==> src/inc/nvm_cfg_pkg.sv <==
// Constants for the memory controller configuration and status block
// How it works
// - Sleep select 0: power down on sleep, wake on first memory access.
// - Sleep select 1: power down on sleep, wake when sleep ends.
// - Sleep select 3 disables automatic power down; value 2 is reserved.
// - Manual write clear: last page buffer word write starts page programming.
// - Manual write set, the reset value: programming only by explicit command.
// - Four-bit read wait states, 0 to 15, reset to zero.
// - Parameter bits 31:20 report emulated EEPROM page count.
// - Parameter bits 18:16 give page size code, 8 to 1024 bytes.
// - Parameter bits 15:0 report main array page count.
// - Enable clear: write one disables, zero ignored, reads current enables.
// - Enable set: write one enables, zero ignored, reads current enables.
// - Enable set and clear share one enable state.
// - Error flag bit 1 set on any error, cleared by writing one.
// - Ready flag bit 0 is zero while busy, one when ready.
// - Status error bits stick until software writes one.
// - Buffer loaded bit sets on a load, clears on write or buffer clear.
// - Power reduced bit shows current power down state.
package nvm_cfg_pkg;
   localparam logic [7:0]  CONTROL_B_SETTINGS_OFS  = 8'h04;
   localparam logic [7:0]  MEMORY_GEOMETRY_PARAMS_OFS  = 8'h08;
   localparam logic [7:0]  IENCLR_OFS = 8'h0c;
   localparam logic [7:0]  IENSET_OFS = 8'h10;
   localparam logic [7:0]  IFLAG_OFS  = 8'h14;
   localparam logic [7:0]  STATUS_OFS = 8'h18;
   localparam int          SLEEP_LSB  = 8;
   localparam int          MANUAL_WRITE_SEL_BIT   = 7;
   localparam int          RWS_LSB    = 1;
   localparam logic [1:0]  SLP_ACCESS  = 2'h0;
   localparam logic [1:0]  SLP_INSTANT = 2'h1;
   localparam logic [1:0]  SLP_OFF     = 2'h3;
   localparam logic [31:0] CONTROL_B_SETTINGS_RST  = 32'h0000_0080;
   localparam logic [31:0] CONTROL_B_SETTINGS_MASK = 32'h0000_039e;
   localparam int          EEP_LSB    = 20;
   localparam int          PSZ_LSB    = 16;
   localparam int          ERR_BIT    = 1;
   localparam int          RDY_BIT    = 0;
   localparam int          ST_SEC     = 8;
   localparam int          ST_MEM     = 4;
   localparam int          ST_LOCK    = 3;
   localparam int          ST_CMD     = 2;
   localparam int          ST_LOAD    = 1;
   localparam int          ST_PRM     = 0;
endpackage

==> src/hdl/nvm_cfg_status.sv <==
// Configuration, parameter, interrupt and status registers of the flash controller
//
// Decided for this implementation: the address-and-strobe port.
`timescale 1ns/1ps
`default_nettype none
module nvm_cfg_status
   import nvm_cfg_pkg::*;
#(
   parameter logic [11:0] EEP_PAGES  = 12'h000,
   parameter logic [2:0]  PSZ_CODE   = 3'h0,
   parameter logic [15:0] MAIN_PAGES = 16'h0080
)(
   input  wire logic        mclk_i,
   input  wire logic        sys_rst_i,
   input  wire logic [7:0]  addr_i,
   input  wire logic [31:0] wdata_i,
   input  wire logic        wr_i,
   input  wire logic        rd_i,
   output logic      [31:0] rdata_o,
   input  wire logic        busy_i,
   input  wire logic        mem_err_i,
   input  wire logic        lock_err_i,
   input  wire logic        cmd_err_i,
   input  wire logic        buf_load_i,
   input  wire logic        buf_last_i,
   input  wire logic        page_write_i,
   input  wire logic        buf_clear_i,
   input  wire logic        cmd_prm_set_i,
   input  wire logic        cmd_prm_clr_i,
   input  wire logic        sleep_i,
   input  wire logic        mem_access_i,
   input  wire logic        secure_i,
   output logic             auto_write_o,
   output logic             power_reduced_o,
   output logic      [3:0]  wait_states_o,
   output logic             manual_write_o,
   output logic             irq_o
);
   logic [31:0] control_b_settings_q;
   logic [1:0]  ien_q;
   logic        err_q;
   logic [2:0]  errs_q;
   logic        load_q;
   logic        prm_q;
   logic        sleep_q;
   logic        auto_q;
   logic [1:0]  sel;
   logic [15:0] status;
   logic [1:0]  flags;
   logic        any_err;

   function automatic logic wr_at(input logic [7:0] ofs);
      wr_at = wr_i && (addr_i == ofs);
   endfunction

   assign sel      = control_b_settings_q[SLEEP_LSB +: 2];
   assign any_err  = mem_err_i | lock_err_i | cmd_err_i;
   assign flags    = {err_q, ~busy_i};
   assign status   = {7'h00, secure_i, 3'h0, errs_q, load_q, prm_q};

   always_ff @(posedge mclk_i)
   begin
      if (sys_rst_i)
         control_b_settings_q <= CONTROL_B_SETTINGS_RST;
      else if (wr_at(CONTROL_B_SETTINGS_OFS))
         control_b_settings_q <= wdata_i & CONTROL_B_SETTINGS_MASK;
   end
   assign wait_states_o  = control_b_settings_q[RWS_LSB +: 4];
   assign manual_write_o = control_b_settings_q[MANUAL_WRITE_SEL_BIT];

   // Last-word write only triggers programming when manual mode is off
   always_ff @(posedge mclk_i)
   begin
      if (sys_rst_i)
         auto_q <= 1'b0;
      else
         auto_q <= buf_load_i && buf_last_i && !control_b_settings_q[MANUAL_WRITE_SEL_BIT];
   end
   assign auto_write_o = auto_q;

   // Shared enable state for set and clear views
   always_ff @(posedge mclk_i)
   begin
      if (sys_rst_i)
         ien_q <= 2'h0;
      else if (wr_at(IENSET_OFS))
         ien_q <= ien_q | wdata_i[1:0];
      else if (wr_at(IENCLR_OFS))
         ien_q <= ien_q & ~wdata_i[1:0];
   end

   // Set wins over a clear in the same cycle
   always_ff @(posedge mclk_i)
   begin
      if (sys_rst_i)
         err_q <= 1'b0;
      else if (any_err)
         err_q <= 1'b1;
      else if (wr_at(IFLAG_OFS) && wdata_i[ERR_BIT])
         err_q <= 1'b0;
   end

   always_ff @(posedge mclk_i)
   begin
      if (sys_rst_i)
         errs_q <= 3'h0;
      else if (wr_at(STATUS_OFS))
         errs_q <= (errs_q & ~wdata_i[ST_MEM:ST_CMD])
                   | {mem_err_i, lock_err_i, cmd_err_i};
      else
         errs_q <= errs_q | {mem_err_i, lock_err_i, cmd_err_i};
   end

   always_ff @(posedge mclk_i)
   begin
      if (sys_rst_i)
         load_q <= 1'b0;
      else if (buf_load_i)
         load_q <= 1'b1;
      else if (page_write_i || buf_clear_i || auto_q)
         load_q <= 1'b0;
      else if (wr_at(STATUS_OFS) && wdata_i[ST_LOAD])
         load_q <= 1'b0;
   end

   // Power reduction: command, sleep entry, sleep exit or first access
   always_ff @(posedge mclk_i)
   begin
      if (sys_rst_i)
         sleep_q <= 1'b0;
      else
         sleep_q <= sleep_i;
   end

   always_ff @(posedge mclk_i)
   begin
      if (sys_rst_i)
         prm_q <= 1'b0;
      else if (cmd_prm_set_i)
         prm_q <= 1'b1;
      else if (cmd_prm_clr_i)
         prm_q <= 1'b0;
      else if (sleep_i && !sleep_q && (sel == SLP_ACCESS || sel == SLP_INSTANT))
         prm_q <= 1'b1;
      else if (!sleep_i && sleep_q && sel == SLP_INSTANT)
         prm_q <= 1'b0;
      else if (mem_access_i)
         prm_q <= 1'b0;
   end
   assign power_reduced_o = prm_q;

   assign irq_o = |(flags & ien_q);

   always_ff @(posedge mclk_i)
   begin
      if (sys_rst_i)
         rdata_o <= 32'h0000_0000;
      else if (rd_i)
      begin
         case (addr_i)
            CONTROL_B_SETTINGS_OFS:  rdata_o <= control_b_settings_q;
            MEMORY_GEOMETRY_PARAMS_OFS:  rdata_o <= {EEP_PAGES, 1'b0, PSZ_CODE, MAIN_PAGES};
            IENCLR_OFS: rdata_o <= {30'h0, ien_q};
            IENSET_OFS: rdata_o <= {30'h0, ien_q};
            IFLAG_OFS:  rdata_o <= {30'h0, flags};
            STATUS_OFS: rdata_o <= {16'h0000, status};
            default:    rdata_o <= 32'h0000_0000;
         endcase
      end
   end
endmodule
`default_nettype wire

==> config.mk <==
export PLATFORM = sky130hd
export DESIGN_NAME = nvm_cfg_status
export DESIGN_NICKNAME = d
export VERILOG_FILES = /design/src/inc/nvm_cfg_pkg.sv /design/src/hdl/nvm_cfg_status.sv
export SDC_FILE = /design/constraint.sdc
export NUM_CORES = 1
export LEC_CHECK = 0
export BUFFER_PORTS_ARGS = -buffer_cell sky130_fd_sc_hd__buf_2
export CORE_MARGIN = 2
export CORE_UTILIZATION = 38
export CTS_CLUSTER_SIZE = 14
export DETAILED_ROUTE_END_ITERATION = 16
export PLACE_DENSITY = 0.82
export SYNTH_ARGS = -nofsm -noshare
export SYNTH_HDL_FRONTEND = slang
export SYNTH_SLANG_ARGS = --single-unit
==> constraint.sdc <==
create_clock -name mclk_i -period 1.3 [get_ports mclk_i]
set_clock_uncertainty 0.2 [all_clocks]
set_input_delay 0.13 -clock mclk_i [delete_from_list [all_inputs] [get_ports mclk_i]]
set_output_delay 0.13 -clock mclk_i [all_outputs]
set_load 0.05 [all_outputs]
==> impl_results.md, run 1 <==
- Most used DFF post-synth: sky130_fd_sc_hd__dfxtp_1
- FILL cells: 343
- RSZ-0062 raised after global routing: yes
- Class of the tightest hold or removal check: in2reg
- Average detailed-routed wire length per instance: approximately 14 um
- Depth of the CTS H-tree: 1
- Sequential share of power: 0.471
- Hold wc startpoint: rd_i
- Detailed-route vias per instance: 5.02
- Register cell area after layout: 508 um^2
- Row Count: 22
- Worst R2R Path Depth: 4
- Gr ovfl total: 0
- Cells after Synth: 170
- Internal Power: roughly 0.0011 W
- Static leakage power: 0.943 nW
- Remaining number of nets flagged by the antenna check after routing: 0
- Yosys warns: 0
- Global-route wire length before repair: slightly above 6 mm
- Fraction of synthesis flops using an asynchronous set or reset pin: 0
- Worst path arrival time: 1.33 ns
- Tot Pwr: 0.00168 W
- Via count of the first global-routing pass: 1399
- Clk Tree Root Cell: sky130_fd_sc_hd__clkbuf_8
- Fraction of power spent switching nets: 0.317
- Post-synthesis instance area: approximately 1500 um^2
- Initial detailed-routing violation count: between 50 and 60
- Port Buf Inserts: 48
- Total power divided by cell area: around 810 nW/um^2
- Sum of routed wire length over all layers: 3.94 mm
- Ant diodes: 0
- Area used by multi-input combinational logic: 876 um^2
- Clock group share of total power: 0.274
- Area of placed instances: around 1700 um^2
- Commonest non-fill, non-tap cell in the layout: sky130_fd_sc_hd__buf_2
- Starting utilization of the core area: 0.398
- Global Route Usage Sum: 0.182
- Maximum number of pins on one net before global-route repair: 18
- Result of the run: complete, but fails checks
- Final hold viol count: 0
- Post-Layout Inst Area: around 2100 um^2
- Area growth from synthesis to layout: 41.2%
- Clock slew at reported path FFs: roughly 0.090 ns
- Nets@finish: around 300
- Die footprint: roughly 4400 um^2
- Half-perimeter wire length of the detailed placement result: between 2 and 3 mm
- Worst path setup slack after routing: -0.0772 ns
- CTS Sinks: 25
- Part of the Yosys area used for sequential elements: 0.341
- Final Wtd Congestion: between 0.9 and 1
- Number of buffers on the longest clock path: 2
- Critical Path Start Type: primary input
- Fin. max-slew vios: 0
- Worst R2R Start: power_reduced_o
- Post-detailed-route DRC marker count: 0
- Chip width: around 66 um
- Switching pwr: around 0.00053 W
- Peak VDD IR: just over 0.4 mV
- Commonest non-fill, non-tap cells in the layout: 42 x sky130_fd_sc_hd__buf_2, 24 x sky130_fd_sc_hd__conb_1, 21 x sky130_fd_sc_hd__dfxtp_1
- Critical register-to-register path endpoint: power_reduced_o
- End of the worst hold path: rdata_o[1]
- Maximum fanout encountered on the critical timing path: 5
- Minimum period implied by the final worst setup slack: 1.38 ns
- Maximum Capacitance Violations: 0
- Number of enable flip-flop cells after synthesis: 0
- Final setup violation count: 4
- CORE AREA: 3690 um^2
- Failing checks: setup timing
- Number of register bits inferred by synthesis: 25
- Category of the critical setup timing path: in2reg
- Combinational cell fraction of total power: 0.256
- Total number of vias: between 1000 and 1500
- Maximum frequency from static timing analysis: 726 MHz
- First-pass detailed-route iteration total: 4
- Ports placed on the boundary: 97
- Req. time, crit path: roughly 1.3 ns
- Share of final-layout standard cells stronger than drive strength 1: 0.377
- Antenna violations before repair: 0
- Die Span Y: about 66 um
- Worst skew pair latency: roughly 0.26 ns
- Fraction of the cycle the final worst path needs: 1.06
- Syn_area_per_cell: 8.63 um^2
- Clock tree from TritonCTS: done
- Internal reg-to-reg setup slack: ~0.03 ns
- Worst Hold Path Cells: 3
- Endpoint kind of the worst setup timing path: flop
- Netlist cell types: 40
- CTS buffer count: 3
cells in the mapped netlist (all sizes together) (3+ instances only):
cell type / instances / area (um^2)
a21oi: 13 / 65.1
a22o: 4 / 35.0
and3: 3 / 21.3
and4b: 3 / 33.8
buf: 30 / 220
clkbuf: 5 / 18.8
dfxtp: 25 / 500
inv: 3 / 11.3
mux2i: 6 / 60.1
nand2: 5 / 18.8
nand2b: 8 / 50.1
nand3: 7 / 40.0
nor2: 17 / 71.3
nor2b: 5 / 31.3
nor3: 6 / 30.0
nor4: 3 / 46.3
nor4b: 3 / 26.3
worst max path at each step:
stage	endpoint	cells after the start	from	slack, ns
after floorplan	flop	4	addr_i[1]	-0.10
after global placement	flop	5	addr_i[1]	-0.27
after detailed placement	flop	5	addr_i[1]	-0.32
after CTS	flop	5	addr_i[6]	-0.03
after global routing	errs_q[0]	6	addr_i[1]	-0.11
final	errs_q[0]	6	addr_i[1]	-0.08
repair_timing:
item	4_1_cts	5_1_grt
hold buffers	18	0
setup endpoints to repair	3	20
gates resized for setup	4	12
buffers inserted	1	2
pin swaps	5	6
gates cloned	0	0
endpoints found under the hold margin	16	0
power by group through the flow:
stage	logic [W]	registers [W]	clock network, W
4_1_cts	0.000406	0.000789	0.000467
6_report	0.000429	0.000789	0.000459
3_3_place_gp	0.000356	0.000807	0
5_1_grt	0.000454	0.000791	0.000508
2_1_floorplan	0.000303	0.000813	0
3_5_place_dp	0.000361	0.000807	0
registers in the layout (all words and copies together) (netlist names), named ones only:
| register | flops |
|---|---|
| power_reduced_o | 1 |
| auto_write_o | 1 |
| control_b_settings_q | 7 |
| sleep_q | 1 |
| rdata_o | 8 |
| load_q | 1 |
| errs_q | 3 |
| err_q | 1 |
per-layer routing:
layer	global-route usage	wire length (um)
met4	0.0689	72
met1	0.212	1570
met5	0	0
met3	0.0256	236
met2	0.333	2070
cells by family (layout without fill, tap and decap cells):
family / Yosys count / after routing / share of synthesized area
buf+inv: 38 / 89 / 0.171
other cells: 1 / 24 / 0.00256
flops: 25 / 25 / 0.341
mux: 6 / 6 / 0.0410
compound gates: 28 / 28 / 0.125
simple gates: 72 / 72 / 0.319
cell type report:
type                       count  share of cell area
timing repair buffer          82               0.276
sequential                    25               0.245
inverter                       3             0.00544
clock buffer                   4              0.0218
multi-input combinational    130               0.423
tap                           48              0.0290
per-stage QoR:
step                utilization  TNS (ns)  hold WS, ns  worst slack [ns]  cells
floorplan                     -    -0.498       0.0536            -0.102    193
global placement          0.474     -3.97        0.167            -0.273    267
detailed placement        0.474     -4.42        0.170            -0.323    267
CTS                       0.541   -0.0388      0.00293           -0.0253    290
global route              0.561    -0.599       0.0499            -0.112    292
finish                    0.561    -0.228       0.0210           -0.0772    292
worst max-delay path: stages:
cell,delay (ns)
sky130_fd_sc_hd__buf_6,0.09
sky130_fd_sc_hd__or4b_4,0.56
sky130_fd_sc_hd__nor2_4,0.17
sky130_fd_sc_hd__buf_6,0.13
sky130_fd_sc_hd__and4b_2,0.22
sky130_fd_sc_hd__nor3_2,0.04
No activity file was read; power rests on OpenSTA's default activity.
==> run 2, diff against run 1 <==
--- a/config.mk
+++ b/config.mk
@@ -7,10 +7,10 @@
 export LEC_CHECK = 0
 export BUFFER_PORTS_ARGS = -buffer_cell sky130_fd_sc_hd__buf_2
 export CORE_MARGIN = 2
-export CORE_UTILIZATION = 38
+export CORE_UTILIZATION = 42
 export CTS_CLUSTER_SIZE = 14
 export DETAILED_ROUTE_END_ITERATION = 16
-export PLACE_DENSITY = 0.82
+export PLACE_DENSITY = 0.85
 export SYNTH_ARGS = -nofsm -noshare
 export SYNTH_HDL_FRONTEND = slang
 export SYNTH_SLANG_ARGS = --single-unit
==> constraint.sdc (replaced) <==
create_clock -name mclk_i -period 1.5 [get_ports mclk_i]
set_clock_uncertainty 0.2 [all_clocks]
set_input_delay 0.225 -clock mclk_i [delete_from_list [all_inputs] [get_ports mclk_i]]
set_output_delay 0.225 -clock mclk_i [all_outputs]
set_load 0.05 [all_outputs]
==> impl_results.md, run 2 (same netlist as run 1, synthesis figures left out) <==
- Row Count: 21
- Met3 WL post-DR: approximately 250 um
- Die Span Y: between 60 and 70 um
- Commonest non-fill, non-tap cells in the layout: 46 x sky130_fd_sc_hd__buf_2, 24 x sky130_fd_sc_hd__conb_1, 22 x sky130_fd_sc_hd__dfxtp_1
- Endpoint kind of the worst setup timing path: output port
- Routed metal-1 wirelength: 1.58 mm
- Commonest non-fill, non-tap cell in the layout: sky130_fd_sc_hd__buf_2
- List of cells traversed by the critical path: inv_1 -> o21ai_2 -> buf_6
- FILL cells: between 300 and 400
- Total power divided by cell area: around 700 nW/um^2
- Register cell area after layout: ~500 um^2
- Gr ovfl total: 0
- Detailed-route vias per instance: ~4.8
- Average detailed-routed wire length per instance: between 10 and 15 um
- Final Wtd Congestion: about 0.92
- Class of the tightest hold or removal check: in2reg
- Total negative slack for setup checks: 0 ns
- Area growth from synthesis to layout: 29.9%
- Nets@finish: roughly 300
- Registers with the most flip-flops: rdata_o: 8 flops, control_b_settings_q: 7 flops, errs_q: 3 flops
- CORE AREA: 3340 um^2
- Critical path's top delay family: flip-flops
- Met2 routed wirelength: roughly 1.7 mm
- Clk Tree Root Cell: sky130_fd_sc_hd__clkbuf_4
- Clock tree from TritonCTS: done
- Area used by multi-input combinational logic: 820 um^2
- Fin. max-slew vios: 0
- Half-perimeter wire length of the detailed placement result: 2.56 mm
- Worst skew pair latency: 0.32 ns
- Ant diodes: 0
- Depth of the CTS H-tree: 1
- Sum of routed wire length over all layers: approximately 3.5 mm
- Share of final-layout standard cells stronger than drive strength 1: 0.335
- Slowest stage cell, crit path: sky130_fd_sc_hd__dfxtp_2
- Top register by number of flip-flops: rdata_o
- Ports placed on the boundary: a little under 100
- Count of buffering cells on the critical path with inverters included: 2
- Area of placed instances: 1690 um^2
- Req. time, crit path: between 1 and 1.5 ns
- CTS Sinks: 25
- Maximum Capacitance Violations: 0
- Postcts setup bufs: 0
- Category of the critical setup timing path: reg2out
- Global-route wire length before repair: between 5 and 6 mm
- Starting utilization of the core area: 0.439
- Remaining number of nets flagged by the antenna check after routing: 0
- First-pass detailed-route iteration total: 4
- Static leakage power: ~0.88 nW
- Clock slew at reported path FFs: about 0.13 ns
- Peak VDD IR: around 0.37 mV
- Chip width: around 63 um
- Maximum number of pins on one net before global-route repair: 16
- Number of buffers on the longest clock path: 2
- Post-detailed-route DRC marker count: 0
- Initial detailed-routing violation count: 53
- Minimum period implied by the final worst setup slack: between 1 and 1.5 ns
- Result of the run: finished clean
- Fraction of the cycle the final worst path needs: 0.971
- Critical Path Start Type: flop
- Total number of vias: about 1400
- Maximum frequency from static timing analysis: roughly 690 MHz
- Maximum fanout encountered on the critical timing path: 4
- CTS buffer count: 3
- Die footprint: ~4000 um^2
- Port Buf Inserts: 48
- Via count of the first global-routing pass: about 1200
- Largest register FFs: 8
- Highest routing layer actually used: met4
- Final hold viol count: 0
- Largest stage delay on the critical path: roughly 0.37 ns
- Worst path arrival time: ~1 ns
- Antenna violations before repair: 0
- Final setup violation count: 0
- Global Route Usage Sum: 0.173
- Post-Layout Inst Area: 1900 um^2
-- run 2: what timing repair did --
| item | CTS | global route |
|---|---|---|
| gates resized for setup | 3 | 4 |
| pin swaps | 0 | 1 |
| setup endpoints to repair | 1 | 7 |
| hold endpoints to repair | 13 | 0 |
| hold buffers | 16 | 0 |
-- run 2: power breakdown --
part	total [W]	internal [W]	leakage (nW)	switching (W)
Clock	0.000304	0.000100	0.0177	0.000204
Sequential	0.000685	0.000677	0.205	0.00000815
Combinational	0.000340	0.000107	0.660	0.000234
Total	0.00133	0.000884	0.883	0.000446
-- run 2: cell type report --
| cell class | instances | area share |
|---|---|---|
| Clock inverter | 1 | 0.00263 |
| Tap cell | 46 | 0.0302 |
| Multi-Input combinational cell | 130 | 0.430 |
| Inverter | 3 | 0.00591 |
| Sequential cell | 25 | 0.265 |
| Clock buffer | 3 | 0.0118 |
| Timing Repair Buffer | 74 | 0.254 |
-- run 2: through the flow --
stage               hold slack (ns)   util  total power [W]  cells  setup slack, ns
CTS                         0.00872  0.565          0.00133    282          0.00612
global placement              0.253  0.508         0.000998    262           -0.324
global route                0.00104  0.571          0.00139    282         -0.00225
floorplan                     0.147      -         0.000963    193          -0.0241
detailed placement            0.256  0.508          0.00100    262           -0.307
finish                       0.0157  0.571          0.00133    282           0.0429
-- run 2: metal layers --
layer,track usage,up-vias
met1,0.217,613
met3,0.0357,2
li1,-,686
met4,0.0417,0
met2,0.301,62
met5,0,-
-- run 2: final timing paths --
| check | from | to | slack, ns | depth (start not counted) |
|---|---|---|---|---|
| hold / removal | wdata_i[1] | control_b_settings_q[1] | 0.02 | 3 |
| setup / recovery | flop | irq_o | 0.04 | 3 |
| setup reg to reg | power_reduced_o | power_reduced_o | 0.07 | 4 |
| hold reg to reg | rdata_o[8] | rdata_o[8] | 0.28 | 2 |
-- run 2: worst reg2reg max path, cell delays in order (launching register included) --
cell                      delay [ns]
sky130_fd_sc_hd__dfxtp_2        0.38
sky130_fd_sc_hd__nor2b_1        0.20
sky130_fd_sc_hd__a21oi_1        0.08
sky130_fd_sc_hd__or3_1          0.36
sky130_fd_sc_hd__a21oi_1        0.14
==> run 3, diff against run 2 <==
--- a/config.mk
+++ b/config.mk
@@ -5,9 +5,10 @@
 export SDC_FILE = /design/constraint.sdc
 export NUM_CORES = 1
 export LEC_CHECK = 0
+export ABC_AREA = 1
 export BUFFER_PORTS_ARGS = -buffer_cell sky130_fd_sc_hd__buf_2
 export CORE_MARGIN = 2
-export CORE_UTILIZATION = 42
+export CORE_UTILIZATION = 41
 export CTS_CLUSTER_SIZE = 14
 export DETAILED_ROUTE_END_ITERATION = 16
 export PLACE_DENSITY = 0.85
==> impl_results.md, run 3 <==
- Result of the run: finished clean
- Minimum hold slack: 0.0305 ns
- Fin. max-slew vios: 0
- Most used DFF post-synth: sky130_fd_sc_hd__dfxtp_1
- Endpoint kind of the worst setup timing path: output port
- Half-perimeter wire length of the detailed placement result: approximately 2.4 mm
- Main combinational cell family by area after synthesis: simple AND/OR/NAND/NOR gates
- Via count of the first global-routing pass: around 1300
- Minimum period implied by the final worst setup slack: 1.47 ns
- Registers with the most flip-flops: rdata_o: 8 flops, control_b_settings_q: 7 flops, errs_q: 3 flops
- Critical path's top delay family: flip-flops
- Class of the tightest hold or removal check: in2reg
- Syn_area_per_cell: between 7 and 8 um^2
- Static leakage power: about 0.98 nW
- Peak VDD IR: ~0.34 mV
- Post-synthesis share of cell area spent on and, or, nand and nor gates: 0.285
- Fraction of the mapped netlist area in adder cells: 0
- Ant diodes: 0
- Clk Tree Root Cell: sky130_fd_sc_hd__clkbuf_4
- Antenna violations before repair: 0
- Part of the Yosys area used for sequential elements: 0.356
- Netlist cell types: 26
- Gr ovfl total: 0
- Number of register bits inferred by synthesis: 25
- Die Span Y: about 63 um
- Post-detailed-route DRC marker count: 0
- Sum of routed wire length over all layers: roughly 3.3 mm
- Leading cell types by total area after synthesis: sky130_fd_sc_hd__dfxtp_1 36%, sky130_fd_sc_hd__buf_4 15%, sky130_fd_sc_hd__nand2_1 13%
- Remaining number of nets flagged by the antenna check after routing: 0
- CORE AREA: about 3300 um^2
- Tot Pwr: between 0.001 and 0.0015 W
- Worst path arrival time: 1.04 ns
- Total power divided by cell area: slightly above 700 nW/um^2
- Share of the synthesized netlist area taken by xor and xnor gates: 0
- Commonest non-fill, non-tap cells in the layout: 46 x sky130_fd_sc_hd__nand2_1, 46 x sky130_fd_sc_hd__buf_2, 24 x sky130_fd_sc_hd__conb_1
- Fraction of synthesis flops using an asynchronous set or reset pin: 0
- CTS Sinks: 25
- Req. time, crit path: 1.07 ns
- Initial detailed-routing violation count: 29
- Portion of netlist area occupied by mux cells: 0
- Most frequently used cell type in the post-synthesis netlist: sky130_fd_sc_hd__nand2_1
- RSZ-0062 raised after global routing: yes
- Nets@finish: 324
- Row Count: 21
- Port Buf Inserts: 48
- Yosys warns: 0
- Depth of the CTS H-tree: 1
- Final Wtd Congestion: 0.814
- Area growth from synthesis to layout: 30.3%
- CTS buffer count: 3
- Share of the synthesized area in compound gates (AO/OA/AOI/OAI): 0.127
- Category of the critical setup timing path: reg2out
- Share of final-layout standard cells stronger than drive strength 1: 0.271
- Total number of vias: around 1400
- Combinational cell fraction of total power: 0.243
- Worst path setup slack after routing: 0.0312 ns
- Global-route wire length before repair: roughly 5.7 mm
- Maximum frequency from static timing analysis: roughly 680 MHz
- Internal Power: roughly 0.00087 W
- Post-synthesis instance area: ~1400 um^2
- Largest register FFs: 8
- Switching pwr: around 0.00043 W
- Final setup violation count: 0
- Average detailed-routed wire length per instance: around 11 um
- Clock slew at reported path FFs: ~0.13 ns
- Critical Path Start Type: flop
- Fraction of the cycle the final worst path needs: 0.979
- Die footprint: ~4000 um^2
- Number of buffers on the longest clock path: 2
- Fraction of power spent switching nets: 0.333
- Maximum number of pins on one net before global-route repair: 15
- Sequential share of power: 0.530
- First-pass detailed-route iteration total: 4
- Count of buffering cells on the critical path with inverters included: 1
- Top register by number of flip-flops: rdata_o
- Area share of the leading cell type in the synthesized netlist: 0.356
- Final hold viol count: 0
- Starting utilization of the core area: 0.424
- Cells after Synth: 200
- Most frequent cells after synthesis: 47 x sky130_fd_sc_hd__nand2_1, 28 x sky130_fd_sc_hd__buf_4, 25 x sky130_fd_sc_hd__dfxtp_1, 21 x sky130_fd_sc_hd__inv_1, 17 x sky130_fd_sc_hd__nor2_1
- Worst skew pair latency: 0.31 ns
- Clock group share of total power: 0.227
- Detailed-route vias per instance: around 4.5
- Slowest stage cell, crit path: sky130_fd_sc_hd__dfxtp_1
- Ports placed on the boundary: 97
- Placement-stage worst setup slack: 0.0288 ns
- Chip width: between 60 and 70 um
- Largest stage delay on the critical path: ~0.45 ns
- List of cells traversed by the critical path: clkbuf_4
- Global Route Usage Sum: 0.176
- Clock tree from TritonCTS: done
- Maximum Capacitance Violations: 0
- Number of enable flip-flop cells after synthesis: 0
- Maximum fanout encountered on the critical timing path: 4
- Library cell with the largest summed area after synthesis: sky130_fd_sc_hd__dfxtp_1
run 3: worst paths after layout:
check                          start         endpoint  slack, ns  depth (start not counted)
min                    cmd_prm_clr_i  power_reduced_o       0.03                          4
max reg2reg  control_b_settings_q[9]  power_reduced_o       0.33                          3
max          control_b_settings_q[7]   manual_write_o       0.03                          1
min reg2reg               rdata_o[3]       rdata_o[3]       0.28                          2
run 3: per-layer routing:
layer,vias to the layer above,global-route usage,part of all wire
li1,711,-,-
met1,637,0.207,0.43
met2,46,0.296,0.50
met3,10,0.0324,0.039
met4,0,0.111,0.036
met5,-,0,0
run 3: stage by stage:
stage               instance area [um^2]  cells  TNS (ns)   util
floorplan                           1490    223         0      -
global placement                    1570    287         0  0.473
detailed placement                  1570    287         0  0.473
CTS                                 1800    311         0  0.544
global route                        1830    312  -0.00247  0.553
finish                              1830    312         0  0.553
run 3: tightest hold or removal path: cells and delay by family:
family	cells	cell delay, ns
AO/OA/AOI/OAI	2	0.16
AND/OR/NAND/NOR	1	0.05
buffers and inverters	1	0.08
run 3: power groups by stage:
stage	clock network (W)	registers (W)	logic (W)
final	0.000295	0.000688	0.000316
after global placement	0	0.000700	0.000266
after CTS	0.000301	0.000687	0.000308
after global routing	0.000330	0.000690	0.000338
after detailed placement	0	0.000701	0.000270
after floorplan	0	0.000711	0.000245
run 3: what timing repair did:
action | 4_1_cts | 5_1_grt
setup endpoints to repair | 1 | 3
resized for setup | 2 | 7
hold endpoints to repair | 18 | 0
hold buffers | 20 | 0
buffers inserted | 0 | 1
run 3: final cells by class:
| class | count | area (um^2) |
|---|---|---|
| fill | 333 | 1480 |
| multi-input combinational | 143 | 684 |
| sequential | 25 | 503 |
| timing repair buffer | 70 | 467 |
| inverter | 24 | 91.3 |
| tap | 46 | 57.6 |
| clock buffer | 3 | 22.5 |
| clock inverter | 1 | 5.00 |
run 3: cells by family after synthesis:
family | count (synthesis)
other | 1
AO/OA/AOI/OAI | 32
AND/OR/NAND/NOR | 87
buffers and inverters | 55
flip-flops | 25
